--- config.mk ---
export PLATFORM = sky130hd
export DESIGN_NAME = link_control_fsm
export DESIGN_NICKNAME = d
export VERILOG_FILES = /design/src/link_ctrl_pkg.sv /design/src/link_event_arbiter.sv /design/src/link_control_fsm.sv
export SDC_FILE = /design/constraint.sdc
export NUM_CORES = 1
export LEC_CHECK = 0
export ABC_CLOCK_PERIOD_IN_PS = 3560
export BUFFER_PORTS_ARGS = -buffer_cell sky130_fd_sc_hd__buf_2
export CAP_MARGIN = 20
export CORE_MARGIN = 2
export CORE_UTILIZATION = 45
export DETAILED_ROUTE_END_ITERATION = 7
export PLACE_DENSITY = 0.7
export SLEW_MARGIN = 20
export SYNTH_ARGS = -nofsm -noshare
export SYNTH_HDL_FRONTEND = slang
export SYNTH_SLANG_ARGS = --single-unit
--- constraint.sdc ---
create_clock -name core_clk -period 3.56 [get_ports core_clk]
set_input_delay 0.178 -clock core_clk [delete_from_list [all_inputs] [get_ports core_clk]]
set_output_delay 0.178 -clock core_clk [all_outputs]
set_load 0.02 [all_outputs]
--- src/link_ctrl_pkg.sv ---
// shared types and constants for the link control state machine
package link_ctrl_pkg;

  typedef enum logic [2:0] {
    ST_FAIL         = 3'h0,
    ST_FAIL_BLOCKED = 3'h1,
    ST_BLOCKED      = 3'h2,
    ST_LOCAL_UNBLK  = 3'h3,
    ST_REMOTE_UNBLK = 3'h4,
    ST_OPER         = 3'h5,
    ST_REMOTE_IDENT = 3'h6,
    ST_LOCAL_IDENT  = 3'h7
  } link_state_t;

  localparam link_state_t STATE_RESET = ST_BLOCKED;
  localparam logic [7:0] LINK_ID_RESET = 8'h00;

  // event inputs, one-cycle pulses
  typedef struct packed {
    logic layer1_down_ind;
    logic layer1_up_ind;
    logic ident_ok;
    logic ident_fail;
  } l1_evt_t;

  typedef struct packed {
    logic block_req;
    logic block_req_deferred;
    logic block_req_nondeferred;
    logic block_immediate;
    logic unblock_req;
    logic ident_req;
    logic ident_accept;
    logic ident_reject;
    logic internal_fail;
  } mgmt_evt_t;

  typedef struct packed {
    logic exchange_unblock_elem;
    logic block_ind;
    logic peer_ident_request;
    logic peer_ident_ack;
    logic ident_release;
    logic ident_reject;
  } peer_evt_t;

  // outgoing element toward the peer, with the link identifier
  typedef struct packed {
    logic access_unblock_elem;
    logic block_ind;
    logic block_req_deferred;
    logic block_req_nondeferred;
    logic peer_ident_request;
    logic peer_ident_ack;
    logic ident_release;
    logic ident_reject;
    logic [7:0] link_id;
  } peer_msg_t;

  typedef struct packed {
    logic mgmt_unblock_ind;
    logic mgmt_block_ind;
    logic unblock_req_ind;
    logic ident_req_ind;
    logic ident_ok_ind;
    logic ident_fail_ind;
    logic ident_reject_ind;
    logic ident_release_ind;
    logic protect_start;
  } mgmt_out_t;

  function automatic logic is_oper(input link_state_t s);
    return (s == ST_OPER) || (s == ST_REMOTE_IDENT) || (s == ST_LOCAL_IDENT);
  endfunction

endpackage

--- src/link_event_arbiter.sv ---
// picks one event per cycle from the three event sources
`timescale 1ns/1ps
`default_nettype none
module link_event_arbiter
  import link_ctrl_pkg::*;
(
  input wire logic core_clk,
  input wire logic rstn,
  input wire logic clk_en,
  input wire l1_evt_t l1_in,
  input wire mgmt_evt_t mgmt_in,
  input wire peer_evt_t peer_in,
  output l1_evt_t l1_sel,
  output mgmt_evt_t mgmt_sel,
  output peer_evt_t peer_sel
);

  typedef struct packed {
    l1_evt_t l1;
    mgmt_evt_t mgmt;
    peer_evt_t peer;
  } arb_state_t;

  arb_state_t state_reg;
  arb_state_t state_next;

  // layer 1 first, then peer, then management; pending ones wait
  always_comb begin
    arb_state_t pend;
    pend = state_reg;
    pend.l1 = pend.l1 | l1_in;
    pend.mgmt = pend.mgmt | mgmt_in;
    pend.peer = pend.peer | peer_in;
    l1_sel = '0;
    mgmt_sel = '0;
    peer_sel = '0;
    if (pend.l1.layer1_down_ind) begin
      l1_sel.layer1_down_ind = 1'b1;
    end else if (pend.l1.layer1_up_ind) begin
      l1_sel.layer1_up_ind = 1'b1;
    end else if (pend.l1.ident_ok) begin
      l1_sel.ident_ok = 1'b1;
    end else if (pend.l1.ident_fail) begin
      l1_sel.ident_fail = 1'b1;
    end else if (pend.peer != '0) begin
      for (int i = $bits(peer_evt_t) - 1; i >= 0; i--) begin
        if (pend.peer[i] && peer_sel == '0) begin
          peer_sel[i] = 1'b1;
        end
      end
    end else begin
      for (int i = $bits(mgmt_evt_t) - 1; i >= 0; i--) begin
        if (pend.mgmt[i] && mgmt_sel == '0) begin
          mgmt_sel[i] = 1'b1;
        end
      end
    end
    state_next.l1 = pend.l1 & ~l1_sel;
    state_next.mgmt = pend.mgmt & ~mgmt_sel;
    state_next.peer = pend.peer & ~peer_sel;
    if (!clk_en) begin
      l1_sel = '0;
      mgmt_sel = '0;
      peer_sel = '0;
      state_next = state_reg;
    end
  end

  always_ff @(posedge core_clk) begin
    if (!rstn) begin
      state_reg <= '0;
    end else begin
      state_reg <= state_next;
    end
  end

endmodule
`default_nettype wire

--- src/link_control_fsm.sv ---
// access-network link control state machine for one link
// Operation
// - five non-operational substates: fail, fail-blocked, blocked, local and remote unblock.
// - three operational substates: operational, remote identification, local identification.
// - operation entered only once both ends acknowledged unblocking.
// - unblock indication on entering operation, block indication on leaving it.
// - unblock, deferred and non-deferred block request need peer acknowledgement; plain block request and immediate block do not.
// - block request during layer-1 failure sends block indication, enters fail-blocked.
// - layer-1 recovery in fail-blocked goes to blocked with block indication.
// - unblock request from either side during failure goes to fail-blocked.
// - peer identification request during failure goes to fail-blocked.
// - non-operational: no control channel, no standby, no bearers, identification rejected.
// - layer-1 down indication enters layer-1 failure.
// - layer-1 loss while blocked, or misalignment, enters fail-blocked.
// - local unblock awaits peer confirmation; remote unblock awaits ours.
// - no timeout in either unblock-pending substate.
// - remote identification drives identification bit zero, waits peer release.
// - local identification awaits ack, then layer-1 answer, reports, releases.
// - failed urgent non-deferred block request may block immediately.
// - internal failure blocks immediately and starts protection switching.
// - every outgoing element carries the link identifier.
// - procedures apply even for a single-link interface.
// - exchange identification request wins over ours on collision.
// - identification bit zero while identification signalled, one otherwise.
`timescale 1ns/1ps
`default_nettype none
module link_control_fsm
  import link_ctrl_pkg::*;
(
  input wire logic core_clk,
  input wire logic rstn,
  input wire logic clk_en,
  input wire logic [7:0] link_id,
  input wire l1_evt_t l1_in,
  input wire mgmt_evt_t mgmt_in,
  input wire peer_evt_t peer_in,
  output peer_msg_t peer_msg,
  output mgmt_out_t mgmt_out,
  output logic layer1_ident_info_req,
  output logic ident_spare_bit,
  output logic link_operational,
  output logic cchan_allowed,
  output logic bearer_allowed,
  output link_state_t link_state
);

  typedef struct packed {
    link_state_t st;
    logic ack_seen;
    logic ident_bit_zero;
    logic info_req;
    logic [7:0] id;
    peer_msg_t msg;
    mgmt_out_t mo;
  } fsm_state_t;

  fsm_state_t state_reg;
  fsm_state_t state_next;
  l1_evt_t l1;
  mgmt_evt_t mg;
  peer_evt_t pe;

  link_event_arbiter u_arb (
    .core_clk(core_clk),
    .rstn(rstn),
    .clk_en(clk_en),
    .l1_in(l1_in),
    .mgmt_in(mgmt_in),
    .peer_in(peer_in),
    .l1_sel(l1),
    .mgmt_sel(mg),
    .peer_sel(pe)
  );

  always_comb begin
    fsm_state_t n;
    n = state_reg;
    n.msg = '0;
    n.mo = '0;
    n.info_req = 1'b0;
    n.id = link_id;
    n.msg.link_id = link_id;
    if (l1.layer1_down_ind) begin
      case (state_reg.st)
        ST_FAIL, ST_FAIL_BLOCKED: n.st = state_reg.st;
        ST_BLOCKED: n.st = ST_FAIL_BLOCKED;
        default: n.st = ST_FAIL;
      endcase
    end else if (l1.layer1_up_ind) begin
      if (state_reg.st == ST_FAIL_BLOCKED) begin
        n.st = ST_BLOCKED;
        n.mo.mgmt_block_ind = 1'b1;
      end else if (state_reg.st == ST_FAIL) begin
        n.st = ST_BLOCKED;
        n.mo.mgmt_block_ind = 1'b1;
      end
    end else if ((l1.ident_ok || l1.ident_fail) && state_reg.st == ST_LOCAL_IDENT && state_reg.ack_seen) begin
      n.mo.ident_ok_ind = l1.ident_ok;
      n.mo.ident_fail_ind = l1.ident_fail;
      n.msg.ident_release = 1'b1;
      n.st = ST_OPER;
      n.ack_seen = 1'b0;
    end else if (pe != '0) begin
      case (state_reg.st)
        ST_FAIL: begin
          if (pe.exchange_unblock_elem) begin
            n.st = ST_FAIL_BLOCKED;
          end else if (pe.peer_ident_request) begin
            n.st = ST_FAIL_BLOCKED;
            n.msg.ident_reject = 1'b1;
          end
        end
        ST_FAIL_BLOCKED, ST_BLOCKED: begin
          if (pe.exchange_unblock_elem && state_reg.st == ST_BLOCKED) begin
            n.st = ST_REMOTE_UNBLK;
            n.mo.unblock_req_ind = 1'b1;
          end else if (pe.peer_ident_request) begin
            n.msg.ident_reject = 1'b1;
          end
        end
        ST_LOCAL_UNBLK: begin
          if (pe.exchange_unblock_elem) begin
            n.st = ST_OPER;
            n.mo.mgmt_unblock_ind = 1'b1;
          end else if (pe.block_ind) begin
            n.st = ST_BLOCKED;
            n.mo.mgmt_block_ind = 1'b1;
          end else if (pe.peer_ident_request) begin
            n.msg.ident_reject = 1'b1;
          end
        end
        ST_REMOTE_UNBLK: begin
          if (pe.block_ind) begin
            n.st = ST_BLOCKED;
            n.mo.mgmt_block_ind = 1'b1;
          end else if (pe.peer_ident_request) begin
            n.msg.ident_reject = 1'b1;
          end
        end
        ST_OPER: begin
          if (pe.block_ind) begin
            n.st = ST_BLOCKED;
            n.mo.mgmt_block_ind = 1'b1;
          end else if (pe.peer_ident_request) begin
            n.mo.ident_req_ind = 1'b1;
          end
        end
        ST_REMOTE_IDENT: begin
          if (pe.ident_release) begin
            n.st = ST_OPER;
            n.ident_bit_zero = 1'b0;
            n.mo.ident_release_ind = 1'b1;
          end else if (pe.block_ind) begin
            n.st = ST_BLOCKED;
            n.ident_bit_zero = 1'b0;
            n.mo.mgmt_block_ind = 1'b1;
          end
        end
        default: begin
          if (pe.block_ind) begin
            n.st = ST_BLOCKED;
            n.ack_seen = 1'b0;
            n.mo.mgmt_block_ind = 1'b1;
          end else if (pe.peer_ident_request && !state_reg.ack_seen) begin
            n.ack_seen = 1'b0;
            n.st = ST_OPER;
            n.mo.ident_req_ind = 1'b1;
          end else if (pe.peer_ident_ack && !state_reg.ack_seen) begin
            n.ack_seen = 1'b1;
            n.info_req = 1'b1;
          end else if (pe.ident_reject && !state_reg.ack_seen) begin
            n.st = ST_OPER;
            n.mo.ident_reject_ind = 1'b1;
          end
        end
      endcase
    end else if (mg != '0) begin
      if (mg.internal_fail || mg.block_immediate) begin
        if (is_oper(state_reg.st)) begin
          n.mo.mgmt_block_ind = 1'b1;
        end
        if (state_reg.st == ST_FAIL) begin
          n.st = ST_FAIL_BLOCKED;
        end else if (state_reg.st != ST_FAIL_BLOCKED) begin
          n.st = ST_BLOCKED;
        end
        n.msg.block_ind = 1'b1;
        n.mo.protect_start = mg.internal_fail;
        n.ident_bit_zero = 1'b0;
        n.ack_seen = 1'b0;
      end else if (mg.block_req) begin
        if (state_reg.st == ST_FAIL) begin
          n.st = ST_FAIL_BLOCKED;
          n.msg.block_ind = 1'b1;
        end else if (state_reg.st != ST_FAIL_BLOCKED) begin
          if (is_oper(state_reg.st)) begin
            n.mo.mgmt_block_ind = 1'b1;
          end
          n.st = ST_BLOCKED;
          n.msg.block_ind = 1'b1;
          n.ident_bit_zero = 1'b0;
          n.ack_seen = 1'b0;
        end
      end else if (mg.block_req_deferred || mg.block_req_nondeferred) begin
        if (is_oper(state_reg.st)) begin
          n.msg.block_req_deferred = mg.block_req_deferred;
          n.msg.block_req_nondeferred = mg.block_req_nondeferred;
        end
      end else if (mg.unblock_req) begin
        case (state_reg.st)
          ST_FAIL: n.st = ST_FAIL_BLOCKED;
          ST_BLOCKED: begin
            n.st = ST_LOCAL_UNBLK;
            n.msg.access_unblock_elem = 1'b1;
          end
          ST_REMOTE_UNBLK: begin
            n.st = ST_OPER;
            n.msg.access_unblock_elem = 1'b1;
            n.mo.mgmt_unblock_ind = 1'b1;
          end
          default: n.st = state_reg.st;
        endcase
      end else if (mg.ident_req) begin
        if (state_reg.st == ST_OPER) begin
          n.st = ST_LOCAL_IDENT;
          n.ack_seen = 1'b0;
          n.msg.peer_ident_request = 1'b1;
        end else begin
          n.mo.ident_reject_ind = 1'b1;
        end
      end else if (mg.ident_accept && state_reg.st == ST_OPER) begin
        n.st = ST_REMOTE_IDENT;
        n.ident_bit_zero = 1'b1;
        n.msg.peer_ident_ack = 1'b1;
      end else if (mg.ident_reject && state_reg.st == ST_OPER) begin
        n.msg.ident_reject = 1'b1;
      end
    end
    if (is_oper(state_reg.st) && !is_oper(n.st)) begin
      n.mo.mgmt_block_ind = 1'b1;
      n.ident_bit_zero = 1'b0;
    end
    state_next = clk_en ? n : state_reg;
  end

  always_ff @(posedge core_clk) begin
    if (!rstn) begin
      state_reg <= '0;
      state_reg.st <= STATE_RESET;
      state_reg.id <= LINK_ID_RESET;
    end else begin
      state_reg <= state_next;
    end
  end

  assign peer_msg = state_reg.msg;
  assign mgmt_out = state_reg.mo;
  assign layer1_ident_info_req = state_reg.info_req;
  assign ident_spare_bit = ~state_reg.ident_bit_zero;
  assign link_state = state_reg.st;
  assign link_operational = is_oper(state_reg.st);
  assign cchan_allowed = is_oper(state_reg.st);
  assign bearer_allowed = is_oper(state_reg.st);

endmodule
`default_nettype wire

==> impl_metrics.py <==
metrics = {
    "global_routing": {
        "grt_usage": 0.2248,
        "grt_pass1_wl_um": 11640,
        "grt_antenna_before_repair": 0,
        "grt_pass1_vias": 2303,
        "grt_max_degree": 42,
        "overflow": 0,
    },
    "floorplanning": {
        "row_count": 28,
        "die_y_um": 82.36,
        "initial_core_util": 0.4666,
        "core_um2": 5921,
        "die-area_um2": 6782,
        "ioPinCount": 63,
        "die_w_um": 82.36,
    },
    "cts": {
        "clock_latency_ns": 0.30,
        "clkTransAtPathRegs_ns": 0.09,
        "numCtsBuffers": 5,
        "htreeDepth": 2,
        "hold_buffers": 0,
        "clk_path_buf_depth": 2,
        "cts_setup_buffers": 0,
        "post_cts_resized": 0,
        "cts_tree": "built",
        "clock-root-buffer": "clkbuf_8",
        "clkSinkCount": 49,
    },
    "placed_design": {
        "place.gp.congestion": 0.9422,
        "post_dp_cell_area_um2": 2897,
        "numPortBuffers": 62,
        "dp_worst_setup_slack_ns": 1.023,
        "dp_hpwl_um": 5489,
        "place_inst": 441,
    },
    "setup_path": {
        "worstPathMaxFanout": 5,
        "critPathKind": "reg -> reg",
        "cp_num_cells": 7,
        "slowest_stage": "nor4_1",
        "cpMostUsedCell": "nor4_1",
        "critical_path.cell_chain": "nor4_1 -> nand4_1 -> nor4_1 -> a311oi_1 -> o211ai_1 -> nand4b_4 -> o21ai_2",
        "startpoint_type": "flip-flop",
        "required_ns": 3.77,
        "crit_buf_inv": 0,
        "reg2reg_depth": 7,
        "path_delay_family": "simple AND/OR/NAND/NOR gates",
        "cp.arrival_ns": 2.80,
        "end_kind": "flip-flop",
        "cpPeakStageDelay_ns": 0.73,
    },
    "pwr": {
        "finalPower_mw": 1.170,
        "ir_drop_uv": 223.4,
        "p_per_area_nw_per_um2": 389.0,
        "p_leak_nw": 1.246,
    },
    "layout": {
        "largest_register_ffs": 18,
        "antennaDiodeCount": 0,
        "seq_area_um2": 980.9,
        "drive_gt1_frac": 0.2353,
        "area_growth_pct": 8.877,
        "fin_util": 0.5080,
        "final_cell_area_um2": 3008,
        "layout_common_cells": "buf_2 (62), nor2_1 (52), dfxtp_1 (49)",
        "layout.nets": 403,
        "layout_commonest_cell": "buf_2",
        "fillCellCount": 601,
        "finalNonFillerCells": 449,
        "multiInputGateArea_um2": 1455,
    },
    "logic_synthesis": {
        "avgSynthCellArea_um2": 7.985,
        "synth_ff_type": "dfxtp_1",
        "syn_area_um2": 2763,
        "yosysUniqueCellTypes": 51,
        "async_reset_ff_frac": 0,
        "synth_nets": 376,
        "synthCells": 346,
        "synth.yosys.warnings": 0,
        "ys_seq_area_frac": 0.3551,
        "synth_enable_flop_cells": 0,
        "ys_ff_latch": 49,
    },
    "drt": {
        "drcViolationCount": 0,
        "wl_per_cell_um": 17.13,
        "drtIter0Drc": 260,
        "ant_nets": 0,
        "routed_wl_um": 7691,
        "vias": 2669,
        "firstDrtPassIters": 5,
        "viasPerCell": 5.944,
    },
    "timing": {
        "hold_viol": 0,
        "finalClockSkew_ns": 0.003022,
        "relSlewSlack": 0.4934,
        "holdWs_ns": 0.1034,
        "worstMarginPinSlew_ns": 0.7530,
        "slew_viol_final": 0,
        "timing.final.ws_setup_ns": 0.9648,
        "period_needed_ns": 2.595,
        "fin_setup_tns_ns": 0,
        "fin_crit_sh": 0.7290,
        "report.final.setup_viol": 0,
        "rsz0062_at_grt": "no",
        "fmax_mhz": 385.3,
    },
    "flow_run": {
        "cap_violations": 0,
    },
    "status": {
        "status": "completed",
    },
    "min_path": {
        "hold_path_class": "in -> reg",
        "holdPathStages": 3,
    },
}
## tightest hold or removal path, delay by kind of cell
family                 cells  cell delay, ns
and+or+nand+nor            1            0.07
buffers and inverters      1            0.07
muxes                      1            0.05
## cells in the mapped netlist (all sizes together) (3+ instances only)
master / count / area, µm²
dfxtp: 49 / 980.9
nor4: 9 / 56.30
and2: 6 / 37.54
and4: 3 / 26.28
o21ai: 14 / 73.82
buf: 33 / 251.5
mux2i: 8 / 80.08
clkbuf: 13 / 48.80
nand3: 8 / 40.04
nor3: 20 / 100.1
inv: 6 / 22.52
a2111oi: 3 / 26.28
a311oi: 3 / 26.28
a32oi: 4 / 35.03
nor2: 53 / 215.2
o211ai: 3 / 22.52
nand2: 23 / 88.84
or2: 5 / 31.28
o21a: 4 / 30.03
a211oi: 9 / 67.56
a21oi: 39 / 195.2
a22oi: 3 / 22.52
## cell families (layout without fill, tap and decap cells)
group,count (synthesis),count (layout),share of synthesized area
compound gates,96,96,0.2274
buf+inv,53,81,0.1182
mux,8,8,0.02899
simple gates,139,139,0.2672
xor+xnor,1,1,0.003171
flops,49,49,0.3551
## routing by layer
metal | GRT usage | share of wire | up-vias
li1 | - | - | 1288
met1 | 0.2987 | 0.45 | 1246
met2 | 0.3581 | 0.46 | 114
met3 | 0.04891 | 0.067 | 21
met4 | 0.08000 | 0.024 | 0
met5 | 0 | 0 | -
## layout make-up
type,count,share of cell area
Multi-Input combinational cell,244,0.4838
Sequential cell,49,0.3261
Timing Repair Buffer,66,0.1131
Clock inverter,2,0.01290
Inverter,7,0.008735
Clock buffer,6,0.02413
Tap cell,75,0.03120
## path summary, 6_finish.rpt
path / start / end / slack [ns]
setup reg to reg: u_arb.state_reg[4]$_SDFFE_PN0P_ / state_reg[35]$_SDFFE_PN0P_ / 0.96
hold reg to reg: peer_msg[14]$_SDFFE_PN0P_ / peer_msg[14]$_SDFFE_PN0P_ / 0.47
hold / removal: link_id[5] / peer_msg[5]$_SDFFE_PN0P_ / 0.10
setup / recovery: u_arb.state_reg[4]$_SDFFE_PN0P_ / state_reg[35]$_SDFFE_PN0P_ / 0.96
## report_power, final
group	switching, mW	internal, mW	total, mW	leakage, nW
clock	0.196	0.211	0.408	0.0554
combinational	0.106	0.0624	0.168	0.789
sequential	0.0244	0.570	0.594	0.401
total	0.327	0.844	1.17	1.25
Power figures use the tool's default switching activity.
